## src/asrc_consts.svh

```systemverilog
// Purpose: timing and geometry constants for the async sram host controller
// Assumes: 40 MHz clock, 25 ns period
// Notes: times in ns, cycle counts derived from them
`ifndef ASRC_CONSTS_SVH
`define ASRC_CONSTS_SVH
`define ASRC_CLK_PERIOD_NS 25
`define ASRC_ADDR_W 16
// access time from select falling, slowest grade
`define ASRC_SEL_ACCESS_NS 55
// strobe falling to device output floating, slowest grade
`define ASRC_STROBE_TO_FLOAT_DELAY_NS 25
// least strobe low time
`define ASRC_STROBE_WIDTH_NS 25
// address setup before the strobe falls
`define ASRC_ADDR_SETUP_NS 5
// address hold after the end of a write
`define ASRC_ADDR_HOLD_NS 5
// read data crosses two flip-flops before the response takes it
`define ASRC_SYNC_STAGES 2
// least times round up
`define ASRC_CYC(ns) (((ns) + `ASRC_CLK_PERIOD_NS - 1) / `ASRC_CLK_PERIOD_NS)
`define ASRC_CNT_W 4
`endif

```

## src/asrc_pkg.sv

```systemverilog
// Purpose: types for the async sram host controller
// Assumes: nothing
// Notes: constants live in asrc_consts.svh
package asrc_pkg;
  typedef enum logic [2:0] {
    ASRC_IDLE,
    ASRC_RD_WAIT,
    ASRC_WR_SETUP,
    ASRC_WR_FLOAT,
    ASRC_WR_PULSE,
    ASRC_WR_HOLD
  } asrc_state_t;
endpackage

```

## src/asrc_delay.sv

```systemverilog
// Purpose: loadable down counter giving a done flag after n cycles
// Assumes: load and count on one clock
// Notes: done is high while the count is zero
`timescale 1ns/10ps
`include "asrc_consts.svh"
module asrc_delay #(
  parameter int W = `ASRC_CNT_W
) (
  input wire logic clk,
  input wire logic resetn,
  input wire logic load,
  input wire logic [W-1:0] value,
  output logic done
);
  logic [W-1:0] count;
  assign done = (count == '0);
  always_ff @(posedge clk)
  begin
    if (!resetn)
      count <= '0;
    else if (load)
      count <= value;
    else if (!done)
      count <= count - 1'b1;
  end
endmodule // asrc_delay

```

## src/asrc_ctrl.sv

```systemverilog
// Purpose: host controller driving an async 64k x 1 sram by its pins
// Assumes: separate d and q pins; q sampled through two flip-flops
// Notes:
`timescale 1ns/10ps
`include "asrc_consts.svh"
module asrc_ctrl #(
  parameter int ADDR_W = `ASRC_ADDR_W,
  parameter int CNT_W = `ASRC_CNT_W
) (
  input wire logic clk,
  input wire logic resetn,
  input wire logic req_valid,
  input wire logic req_write,
  input wire logic [ADDR_W-1:0] req_addr,
  input wire logic req_wdata,
  output logic req_ready,
  output logic rsp_valid,
  output logic rsp_rdata,
  output logic [ADDR_W-1:0] addr_lines,
  output logic sel_n,
  output logic wstrobe_n,
  output logic d_out,
  output logic d_oe,
  input wire logic q_in
);
  // ==========================================================
  // timing counts
  // the read wait adds the synchroniser stages, so q is sampled a full
  // access time after select falls, whatever the deselect gap was
  localparam logic [CNT_W-1:0] ACC_CYC =
    CNT_W'(`ASRC_CYC(`ASRC_SEL_ACCESS_NS) + `ASRC_SYNC_STAGES);
  localparam logic [CNT_W-1:0] FLOAT_CYC =
    CNT_W'(`ASRC_CYC(`ASRC_STROBE_TO_FLOAT_DELAY_NS));
  localparam logic [CNT_W-1:0] WP_CYC =
    CNT_W'(`ASRC_CYC(`ASRC_STROBE_WIDTH_NS));
  localparam logic [CNT_W-1:0] AS_CYC =
    CNT_W'(`ASRC_CYC(`ASRC_ADDR_SETUP_NS));
  localparam logic [CNT_W-1:0] WR_CYC =
    CNT_W'(`ASRC_CYC(`ASRC_ADDR_HOLD_NS));

  // ==========================================================
  // pin synchroniser
  logic q_meta;
  logic q_sync;
  always_ff @(posedge clk)
  begin
    if (!resetn)
    begin
      q_meta <= 1'b0;
      q_sync <= 1'b0;
    end
    else
    begin
      q_meta <= q_in;
      q_sync <= q_meta;
    end
  end

  // ==========================================================
  // state and counter
  asrc_pkg::asrc_state_t state;
  asrc_pkg::asrc_state_t next_state;
  logic tmr_load;
  logic [CNT_W-1:0] tmr_value;
  logic tmr_done;

  asrc_delay #(.W(CNT_W)) u_delay (
    .clk(clk),
    .resetn(resetn),
    .load(tmr_load),
    .value(tmr_value),
    .done(tmr_done)
  );

  wire logic take_req = (state == asrc_pkg::ASRC_IDLE) && req_valid;
  wire logic rd_finish = (state == asrc_pkg::ASRC_RD_WAIT) && tmr_done;

  // ==========================================================
  // next state
  always_comb
  begin
    next_state = state;
    tmr_load = 1'b0;
    tmr_value = '0;
    case (state)
      asrc_pkg::ASRC_IDLE:
        if (req_valid)
        begin
          tmr_load = 1'b1;
          // address and select move on one edge; access runs from both
          if (req_write)
          begin
            next_state = asrc_pkg::ASRC_WR_SETUP;
            tmr_value = AS_CYC;
          end
          else
          begin
            next_state = asrc_pkg::ASRC_RD_WAIT;
            tmr_value = ACC_CYC;
          end
        end
      asrc_pkg::ASRC_RD_WAIT:
        if (tmr_done)
          next_state = asrc_pkg::ASRC_IDLE;
      asrc_pkg::ASRC_WR_SETUP:
        if (tmr_done)
        begin
          // strobe falls after select: device q floats within this wait
          next_state = asrc_pkg::ASRC_WR_FLOAT;
          tmr_load = 1'b1;
          tmr_value = FLOAT_CYC;
        end
      asrc_pkg::ASRC_WR_FLOAT:
        if (tmr_done)
        begin
          next_state = asrc_pkg::ASRC_WR_PULSE;
          tmr_load = 1'b1;
          tmr_value = WP_CYC;
        end
      asrc_pkg::ASRC_WR_PULSE:
        if (tmr_done)
        begin
          // strobe rises first, ending the write
          next_state = asrc_pkg::ASRC_WR_HOLD;
          tmr_load = 1'b1;
          tmr_value = WR_CYC;
        end
      asrc_pkg::ASRC_WR_HOLD:
        if (tmr_done)
          next_state = asrc_pkg::ASRC_IDLE;
      default:
        next_state = asrc_pkg::ASRC_IDLE;
    endcase
  end

  // ==========================================================
  // pin values
  // select rises only after the strobe, on the same edge that releases data
  wire logic next_sel_n = (next_state == asrc_pkg::ASRC_IDLE);
  wire logic next_wstrobe_n = !((next_state == asrc_pkg::ASRC_WR_FLOAT) ||
    (next_state == asrc_pkg::ASRC_WR_PULSE));
  // data held through strobe rise and beyond for hold time
  wire logic next_d_oe = (next_state == asrc_pkg::ASRC_WR_PULSE) ||
    (next_state == asrc_pkg::ASRC_WR_HOLD);
  wire logic next_req_ready = (next_state == asrc_pkg::ASRC_IDLE) && !take_req;

  // ==========================================================
  // state register
  always_ff @(posedge clk)
  begin
    if (!resetn)
      state <= asrc_pkg::ASRC_IDLE;
    else
      state <= next_state;
  end

  // ==========================================================
  // control pins
  // reset lands on the idle levels: deselected, no strobe, d released
  always_ff @(posedge clk)
  begin
    if (!resetn)
    begin
      sel_n <= 1'b1;
      wstrobe_n <= 1'b1;
      d_oe <= 1'b0;
    end
    else
    begin
      sel_n <= next_sel_n;
      wstrobe_n <= next_wstrobe_n;
      d_oe <= next_d_oe;
    end
  end

  // ==========================================================
  // address and write data
  // captured once per request and held to the next one or to a reset, which zeroes them;
  // they move only on the edge that lowers select or on a reset edge, never inside an access
  always_ff @(posedge clk)
  begin
    if (!resetn)
    begin
      addr_lines <= '0;
      d_out <= 1'b0;
    end
    else if (take_req)
    begin
      addr_lines <= req_addr;
      d_out <= req_wdata;
    end
  end

  // ==========================================================
  // request and response
  // ready is advisory only: a request is taken whenever the state is idle
  always_ff @(posedge clk)
  begin
    if (!resetn)
    begin
      req_ready <= 1'b0;
      rsp_valid <= 1'b0;
      rsp_rdata <= 1'b0;
    end
    else
    begin
      req_ready <= next_req_ready;
      rsp_valid <= rd_finish;
      if (rd_finish)
        rsp_rdata <= q_sync;
    end
  end
endmodule // asrc_ctrl

```

## config.mk

```make
export PLATFORM = sky130hd
export DESIGN_NAME = asrc_ctrl
export DESIGN_NICKNAME = d
export VERILOG_FILES = /design/src/asrc_pkg.sv /design/src/asrc_delay.sv /design/src/asrc_ctrl.sv
export VERILOG_INCLUDE_DIRS = /design/src
export SDC_FILE = /design/constraint.sdc
export NUM_CORES = 1
export LEC_CHECK = 0
export ABC_AREA = 1
export BUFFER_PORTS_ARGS = -buffer_cell sky130_fd_sc_hd__buf_2
export CORE_MARGIN = 2
export CORE_UTILIZATION = 50
export DETAILED_ROUTE_END_ITERATION = 16
export PLACE_DENSITY = 0.78
export SETUP_SLACK_MARGIN = 0.4
export SYNTH_ARGS = -nofsm -noshare
export SYNTH_HDL_FRONTEND = slang
export SYNTH_HIERARCHICAL = 1
export SYNTH_SLANG_ARGS = --single-unit
```

## constraint.sdc

```tcl
create_clock -name clk -period 2.3 [get_ports clk]
set_input_delay 0.23 -clock clk [delete_from_list [all_inputs] [get_ports clk]]
set_output_delay 0.23 -clock clk [all_outputs]
set_load 0.02 [all_outputs]
```

==> metrics.md, run 1 <==
| Metric | Value |
|---|---|
| Status | finished, final reports clean |
| Number of hold violations in the final report | 0 |
| Count of vias placed by the detailed router | 1293 |
| Starting density of the core | 52.9% |
| Count of cell types in the netlist | 28 |
| Share of the clock period used by the worst path | 77.4% |
| Gate count after technology mapping | 188 |
| Syn-to-layout area delta | 19.5% |
| Width of the die | 58.0 um |
| CTS tree | built |
| Antenna violations before repair | 0 |
| Warnings from Yosys | 6 |
| Final design utilization | 63.2% |
| Sort of element at the end of the critical path | flop |
| Final GP Congestion | 0.820 |
| Post-route DRC | 0 |
| Global routing usage summed across all routing layers | 17.6% |
| LEAKAGE | 0.000868 uW |
| Final clock skew | 0.0123 ns |
| Kind of launch point of the worst setup path | flop |
| Data arrival time of the worst path | 2.02 ns |
| Overall routed net length | 2830 um |
| Area enclosed by the die boundary | 3360 um^2 |
| First-pass DRT Iterations | 4 |
| Worst Path Required | 2.54 ns |
| Number of pins exceeding their max-slew limit in the final report | 0 |
| Vias in the first global route | 1078 |
| Buffers added on ports | 44 |
| Number of DRC markers after the initial detailed-route iteration | 34 |
| Placed Cells | 259 |
| Share of the synthesized area in the top cell type | 43.9% |
| Clock insertion delay at the later pin of the skew report | 0.34 ns |
| Clk root buf | sky130_fd_sc_hd__clkbuf_4 |
| H-tree depth | 2 |
| PD cells | 1310 nW/um^2 |
| Clock Pin Slew Worst Setup and Hold Paths | 0.10 ns |
| Total congestion overflow after global routing | 0 |
| Wire length of the first global-routing pass | 4500 um |
| Maximum ir drop on the vdd rail | 0.842 mV |
| Number of antenna-violating nets in the routed design | 0 |
| Minimum clock period after layout | 1.78 ns |
| Area leader, netlist | sky130_fd_sc_hd__dfxtp_1 |
| Number of enable flip-flop cells after synthesis | 0 |
| Setup Crit Path Kind | reg2reg |
| PnR worst setup slack | 0.520 ns |
| Achievable Freq | 0.562 GHz |
| Post-DP Area | 1680 um^2 |
| Multi-input logic area | 688 um^2 |
| Synth Area per Inst | 7.75 um^2 |
| TritonCTS buffer count | 5 |
| Largest buffer count on any clock path | 2 |
| Final layout net count | 258 |
| Sequential fraction of the synthesis area | 43.9% |
| Num ports | 45 |
| Setup violation total in the final timing report | 0 |
| Setup repair after global routing missed its margin | no |
| Filler instances | 233 |
| Pre-CTS worst setup slack | 0.429 ns |
| Drt wl/cell | 10.6 um |
| Share of layout cells above drive strength 1 | 34.7% |
| Cell types occupying the most area after synthesis | sky130_fd_sc_hd__dfxtp_1, sky130_fd_sc_hd__nand2_1, sky130_fd_sc_hd__nand3_1, sky130_fd_sc_hd__a21oi_2, sky130_fd_sc_hd__inv_1 |
| Cell Area, Synth | 1460 um^2 |
| Class of the most critical hold timing path | in2reg |
| Core Box Area | 2760 um^2 |
| Non-Filler Cell Area, Final | 1740 um^2 |
| Highest fanout seen on the critical path | 7 |
| Primary FF master, synth | sky130_fd_sc_hd__dfxtp_1 |
| Placement Rows | 19 |
| Max-Cap Viols | 0 |
| Die Span Y | 58.0 um |
| Top cells by count, synth | sky130_fd_sc_hd__nand2_1, sky130_fd_sc_hd__dfxtp_1, sky130_fd_sc_hd__nand3_1 |
| Final Instance Count excl. Fillers | 267 |
| Total Neg Setup Slack | 0 ns |
| Most instantiated library cell after synthesis | sky130_fd_sc_hd__nand2_1 |
| Register Area | 641 um^2 |
| HPWL reported at the end of detailed placement | 2030 um |
| Pin count of the biggest net entering global routing | 21 |
| Fraction of registers with async set/reset | 0% |
| Number of vias per cell after detailed routing | 4.84 |
| Sinks on the clock net | 32 |
| ANT cells | 0 |
| Synthesis-stage register bit count | 32 |
## sequential cells by signal, summed over array words and instances, names as in the netlist
register       count
q_meta             1
rsp_valid          1
d_out              1
wstrobe_n          1
u_delay/count      4
state              3
req_ready          1
sel_n              1
q_sync             1
d_oe               1
addr_lines        16
rsp_rdata          1
## placed cells by master, fill, tap and decap left out, drive strengths merged
| cell | count |
|---|---|
| clkinv | 3 |
| conb | 2 |
| inv | 22 |
| clkbuf | 5 |
| nor2 | 18 |
| dfxtp | 32 |
| o21bai | 1 |
| buf | 45 |
| a21boi | 1 |
| nand4 | 4 |
| nand3 | 27 |
| nor3 | 1 |
| o21ai | 3 |
| ha | 1 |
| a21oi | 21 |
| or2 | 1 |
| nand2 | 49 |
## final cells by class
class	instances	share of cell area [%]
clock inverters	3	1.08
well taps	31	2.23
flip-flops and latches	32	36.8
multi-input cells	129	39.5
clock buffers	5	2.16
inverters	22	5.17
repair buffers	45	13.1
## worst max-delay path, cell delays in order, from the launching register on
cell and delay (ns):
sky130_fd_sc_hd__dfxtp_1 0.33, sky130_fd_sc_hd__inv_1 0.09, sky130_fd_sc_hd__ha_1 0.24, sky130_fd_sc_hd__nand2_1 0.13, sky130_fd_sc_hd__nor2_4 0.15, sky130_fd_sc_hd__o21ai_0 0.16, sky130_fd_sc_hd__nand2_2 0.16, sky130_fd_sc_hd__inv_2 0.08
sky130_fd_sc_hd__or2_0 0.20, sky130_fd_sc_hd__nand3_1 0.08, sky130_fd_sc_hd__nor2_1 0.04
## through the flow
stage	total power (uW)	hold slack (ns)
2_1_floorplan	1760	0.300
4_1_cts	2270	0.0628
6_report	2270	0.0782
3_5_place_dp	1940	0.405
5_1_grt	2470	0.0946
3_3_place_gp	1930	0.397
## cells by family (layout without fill, tap and decap cells)
logic type / count (synthesis) / after routing / share of synthesized area (%)
buffers and inverters: 28 / 75 / 9.79
AO/OA/AOI/OAI: 26 / 26 / 11.6
AND/OR/NAND/NOR: 100 / 100 / 33.6
adder cells (fa/ha/maj): 1 / 1 / 0.858
other: 1 / 2 / 0.257
flip-flops: 32 / 32 / 43.9
## where the power goes
| part | switching [uW] | internal, uW | leakage (uW) |
|---|---|---|---|
| sequential | 111 | 703 | 0.000263 |
| combinational | 760 | 386 | 0.000570 |
| clock | 197 | 117 | 0.0000349 |
| total | 1070 | 1210 | 0.000868 |
## worst paths after layout
kind / start / endpoint / slack (ns) / depth (start not counted)
worst max-delay path: u_delay/count[0] / u_delay/count[3] / 0.52 / 10
worst min-delay path: q_in / q_meta / 0.08 / 3
worst max register to register: u_delay/count[0] / u_delay/count[3] / 0.52 / 10
worst min register to register: q_meta / q_sync / 0.43 / 2
## metal layers
| layer | global-route usage [%] | vias to the layer above | part of all wire [%] |
|---|---|---|---|
| met1 | 22.1 | 548 | 47 |
| met3 | 7.37 | 4 | 7.8 |
| li1 | - | 697 | - |
| met4 | 7.64 | 0 | 1.3 |
| met2 | 26.6 | 44 | 44 |
| met5 | 0 | - | 0 |
## what timing repair did
item                       in CTS  in global routing
hold buffers                    0                  0
cloned                          0                  0
gates resized for setup         1                  2
setup buffers                   0                  0
setup endpoints to repair       1                  3
(Power assumes the default switching activity.)
==> inputs of run 2 (changes only) <==
Settings changed: ABC_AREA 1 to 0, CORE_UTILIZATION 50 to 48, PLACE_DENSITY 0.78 to 0.77.
Clock period 2.3 ns to 1.7 ns, I/O delays scaled along.
==> run 2 against run 1 <==
  * Critical endpoint is now u_delay/count[2]
  * Area after synthesis fell by 11%
  * Clock power rose by 83%
  * Sequential share of layout area fell by 6.5 points
  * Setup slack worse by 0.39 ns
  * Via count up 1.9%
==> metrics.md, run 2 <==
| Metric | Value |
|---|---|
| Overall routed net length | 3880 um |
| Placement Rows | 18 |
| Final design utilization | 84.6% |
| Vias in the first global route | 1027 |
| Core Box Area | 2520 um^2 |
| Placed Cells | 220 |
| Most frequent cells in the layout | sky130_fd_sc_hd__buf_2, sky130_fd_sc_hd__dfxtp_1, sky130_fd_sc_hd__nand2_1 |
| Starting density of the core | 51.7% |
| Largest register FFs | 16 |
| Worst path cell trace | inv_2, ha_4, nor3b_4, mux2i_2, o32ai_4, buf_4, nand2b_1, o211a_1 |
| Data arrival time of the worst path | 1.82 ns |
| Highest fanout seen on the critical path | 3 |
| PD cells | 1610 nW/um^2 |
| Cell with the largest stage delay on the worst path | sky130_fd_sc_hd__dfxtp_2 |
| Buffers added on ports | 44 |
| Area leader, netlist | sky130_fd_sc_hd__dfxtp_1 |
| Primary FF master, synth | sky130_fd_sc_hd__dfxtp_1 |
| Biggest cell delay along the critical path | 0.35 ns |
| Wire length of the first global-routing pass | 4550 um |
| Gate count after technology mapping | 146 |
| Synthesis-stage register bit count | 32 |
| Most instantiated library cell after synthesis | sky130_fd_sc_hd__nand2_1 |
| Syn-to-layout area delta | 63.7% |
| Status | finished, final reports clean |
| Regs by FF count | addr_lines: 16 flops, u_delay/count: 4 flops, state: 3 flops |
| Achievable Freq | 0.637 GHz |
| Top cells by count, synth | sky130_fd_sc_hd__nand2_1, sky130_fd_sc_hd__dfxtp_1, sky130_fd_sc_hd__a21oi_1 |
| Net switching power figure | 1280 uW |
| Num ports | 45 |
| Multi-input logic area | 831 um^2 |
| Number of antenna-violating nets in the routed design | 0 |
| Global routing usage summed across all routing layers | 18.8% |
| Total Neg Setup Slack | 0 ns |
| Maximum ir drop on the vdd rail | 1.40 mV |
| Sort of element at the end of the critical path | flop |
| ANT cells | 0 |
| TritonCTS buffer count | 5 |
| Warnings from Yosys | 6 |
| Antenna violations before repair | 0 |
| Synth Area per Inst | 8.93 um^2 |
| First-pass DRT Iterations | 6 |
| Number of pins exceeding their max-slew limit in the final report | 0 |
| Number of hold violations in the final report | 0 |
| Number of hold buffers added after cts | 0 |
| Count of cell types in the netlist | 34 |
| Setup repair after global routing missed its margin | yes |
| Area enclosed by the die boundary | 3150 um^2 |
| Commonest non-fill, non-tap cell in the layout | sky130_fd_sc_hd__buf_2 |
| Internal power consumption | 2150 uW |
| Final layout net count | 242 |
| Setup violation total in the final timing report | 0 |
| Share of total power in sequential cells | 30.0% |
| Portion of total power attributed to the clock network | 16.8% |
| Minimum clock period after layout | 1.57 ns |
| Largest buffer count on any clock path | 2 |
| Register Area | 646 um^2 |
| Die Span Y | 56.1 um |
| Count of vias placed by the detailed router | 1317 |
| Setup Crit Path Kind | reg2reg |
| Cell types occupying the most area after synthesis | sky130_fd_sc_hd__dfxtp_1, sky130_fd_sc_hd__nand2_1, sky130_fd_sc_hd__a21oi_1, sky130_fd_sc_hd__nand2b_1, sky130_fd_sc_hd__mux2i_1 |
| Total congestion overflow after global routing | 0 |
| Class of the most critical hold timing path | in2reg |
| Final GP Congestion | 0.831 |
| Post-route DRC | 0 |
| Final Instance Count excl. Fillers | 250 |
| Drt wl/cell | 15.5 um |
| Pin count of the biggest net entering global routing | 23 |
| CTS tree | built |
| Worst Path Required | 1.95 ns |
| Net switching fraction of the power | 37.4% |
| Combinational fraction of design power | 53.2% |
| H-tree depth | 2 |
| Cell Area, Synth | 1300 um^2 |
| Number of DRC markers after the initial detailed-route iteration | 40 |
| Width of the die | 56.1 um |
| Clock Pin Slew Worst Setup and Hold Paths | 0.10 ns |
| Final clock skew | 0.0113 ns |
| LEAKAGE | 0.000993 uW |
| Kind of launch point of the worst setup path | flop |
| Fraction of registers with async set/reset | 0% |
| Reg with most FFs | addr_lines |
| Number of enable flip-flop cells after synthesis | 0 |
| Total chip power | 3430 uW |
| Number of vias per cell after detailed routing | 5.27 |
| Sequential fraction of the synthesis area | 49.1% |
| Max-Cap Viols | 0 |
| Filler instances | 135 |
| Share of layout cells above drive strength 1 | 62.3% |
| Share of the clock period used by the worst path | 92.4% |
| HPWL reported at the end of detailed placement | 1900 um |
| Clock insertion delay at the later pin of the skew report | 0.35 ns |
| Clk root buf | sky130_fd_sc_hd__clkbuf_4 |
| Share of the synthesized area in the top cell type | 49.1% |
| Sinks on the clock net | 32 |
## run 2: cell types whose count changed after synthesis, moves of 3 or more
cell | before | now
sky130_fd_sc_hd__nand4_1 | 4 | 0
sky130_fd_sc_hd__nor2_1 | 16 | 6
sky130_fd_sc_hd__o31ai_1 | 0 | 3
sky130_fd_sc_hd__nand3_1 | 25 | 4
sky130_fd_sc_hd__mux2i_1 | 0 | 3
sky130_fd_sc_hd__inv_1 | 19 | 4
sky130_fd_sc_hd__a21oi_1 | 12 | 19
sky130_fd_sc_hd__a21oi_2 | 9 | 0
sky130_fd_sc_hd__nand2b_1 | 0 | 5
sky130_fd_sc_hd__nand2_2 | 9 | 0
## run 2: metrics by stage
step	cell area, um^2	worst slack (ns)	hold WS, ns
2_1_floorplan	1360	0.00122	0.232
3_3_place_gp	1610	0.0717	0.381
3_5_place_dp	1610	-0.0191	0.381
4_1_cts	1770	0.0962	0.0235
5_1_grt	2130	0.0180	0.0266
6_report	2130	0.129	0.0330
## run 2: path summary, 6_finish.rpt
| kind | startpoint | to | slack (ns) | depth (start not counted) |
|---|---|---|---|---|
| min | q_in | q_meta | 0.03 | 2 |
| max | u_delay/count[1] | u_delay/count[2] | 0.13 | 8 |
| min reg2reg | addr_lines[7] | addr_lines[7] | 0.46 | 2 |
| max reg2reg | u_delay/count[1] | u_delay/count[2] | 0.13 | 8 |
## run 2: area by class of cell
class	count	area share, %
Clock buffer	6	1.93
Clock inverter	2	1.64
Inverter	4	0.703
Multi-Input combinational cell	103	38.9
Sequential cell	32	30.2
Tap cell	30	1.76
Timing Repair Buffer	73	24.8
## run 2: kinds of logic (layout without fill, tap and decap cells)
kind of cell               Yosys count  count (layout)  share of synthesized area [%]
buffers and inverters               12              85                           6.04
other                                1               2                          0.288
adders and majority gates            1               1                          0.960
muxes                                5               5                           4.03
DFF                                 32              32                           49.1
and+or+nand+nor                     63              63                           24.5
AOI/OAI and AO/OA                   30              30                           13.7
xor gates and xnor gates             2               2                           1.34
## run 2: repair_timing
| action | in CTS | in global routing |
|---|---|---|
| endpoints found under the setup margin | 21 | 30 |
| cloned | 0 | 3 |
| setup buffers | 6 | 13 |
| endpoints found under the hold margin | 0 | 0 |
| resized for setup | 7 | 61 |
| pin swaps | 3 | 26 |
## run 2: metal layers
metal,GRT usage [%],up-vias,wire [um]
met2,28.7,58,2010
met5,0,-,0
met4,10.2,0,46
li1,-,632,-
met3,5.35,6,206
met1,23.8,621,1620
## run 2: power by group through the flow
stage / combinational [uW] / clock (uW) / sequential, uW
5_1_grt: 1940 / 607 / 1040
4_1_cts: 1280 / 583 / 998
2_1_floorplan: 743 / 0 / 1110
3_3_place_gp: 1080 / 0 / 1010
3_5_place_dp: 1110 / 0 / 1010
6_report: 1830 / 576 / 1030
## run 2: worst max-delay path, delay by kind of cell, from the launching register on
kind                     cells  cell delay [ns]
AO/OA/AOI/OAI                2             0.36
adder cells (fa/ha/maj)      1             0.13
buffers and inverters        2             0.23
flip-flops                   1             0.35
multiplexers                 1             0.12
AND/OR/NAND/NOR              2             0.28
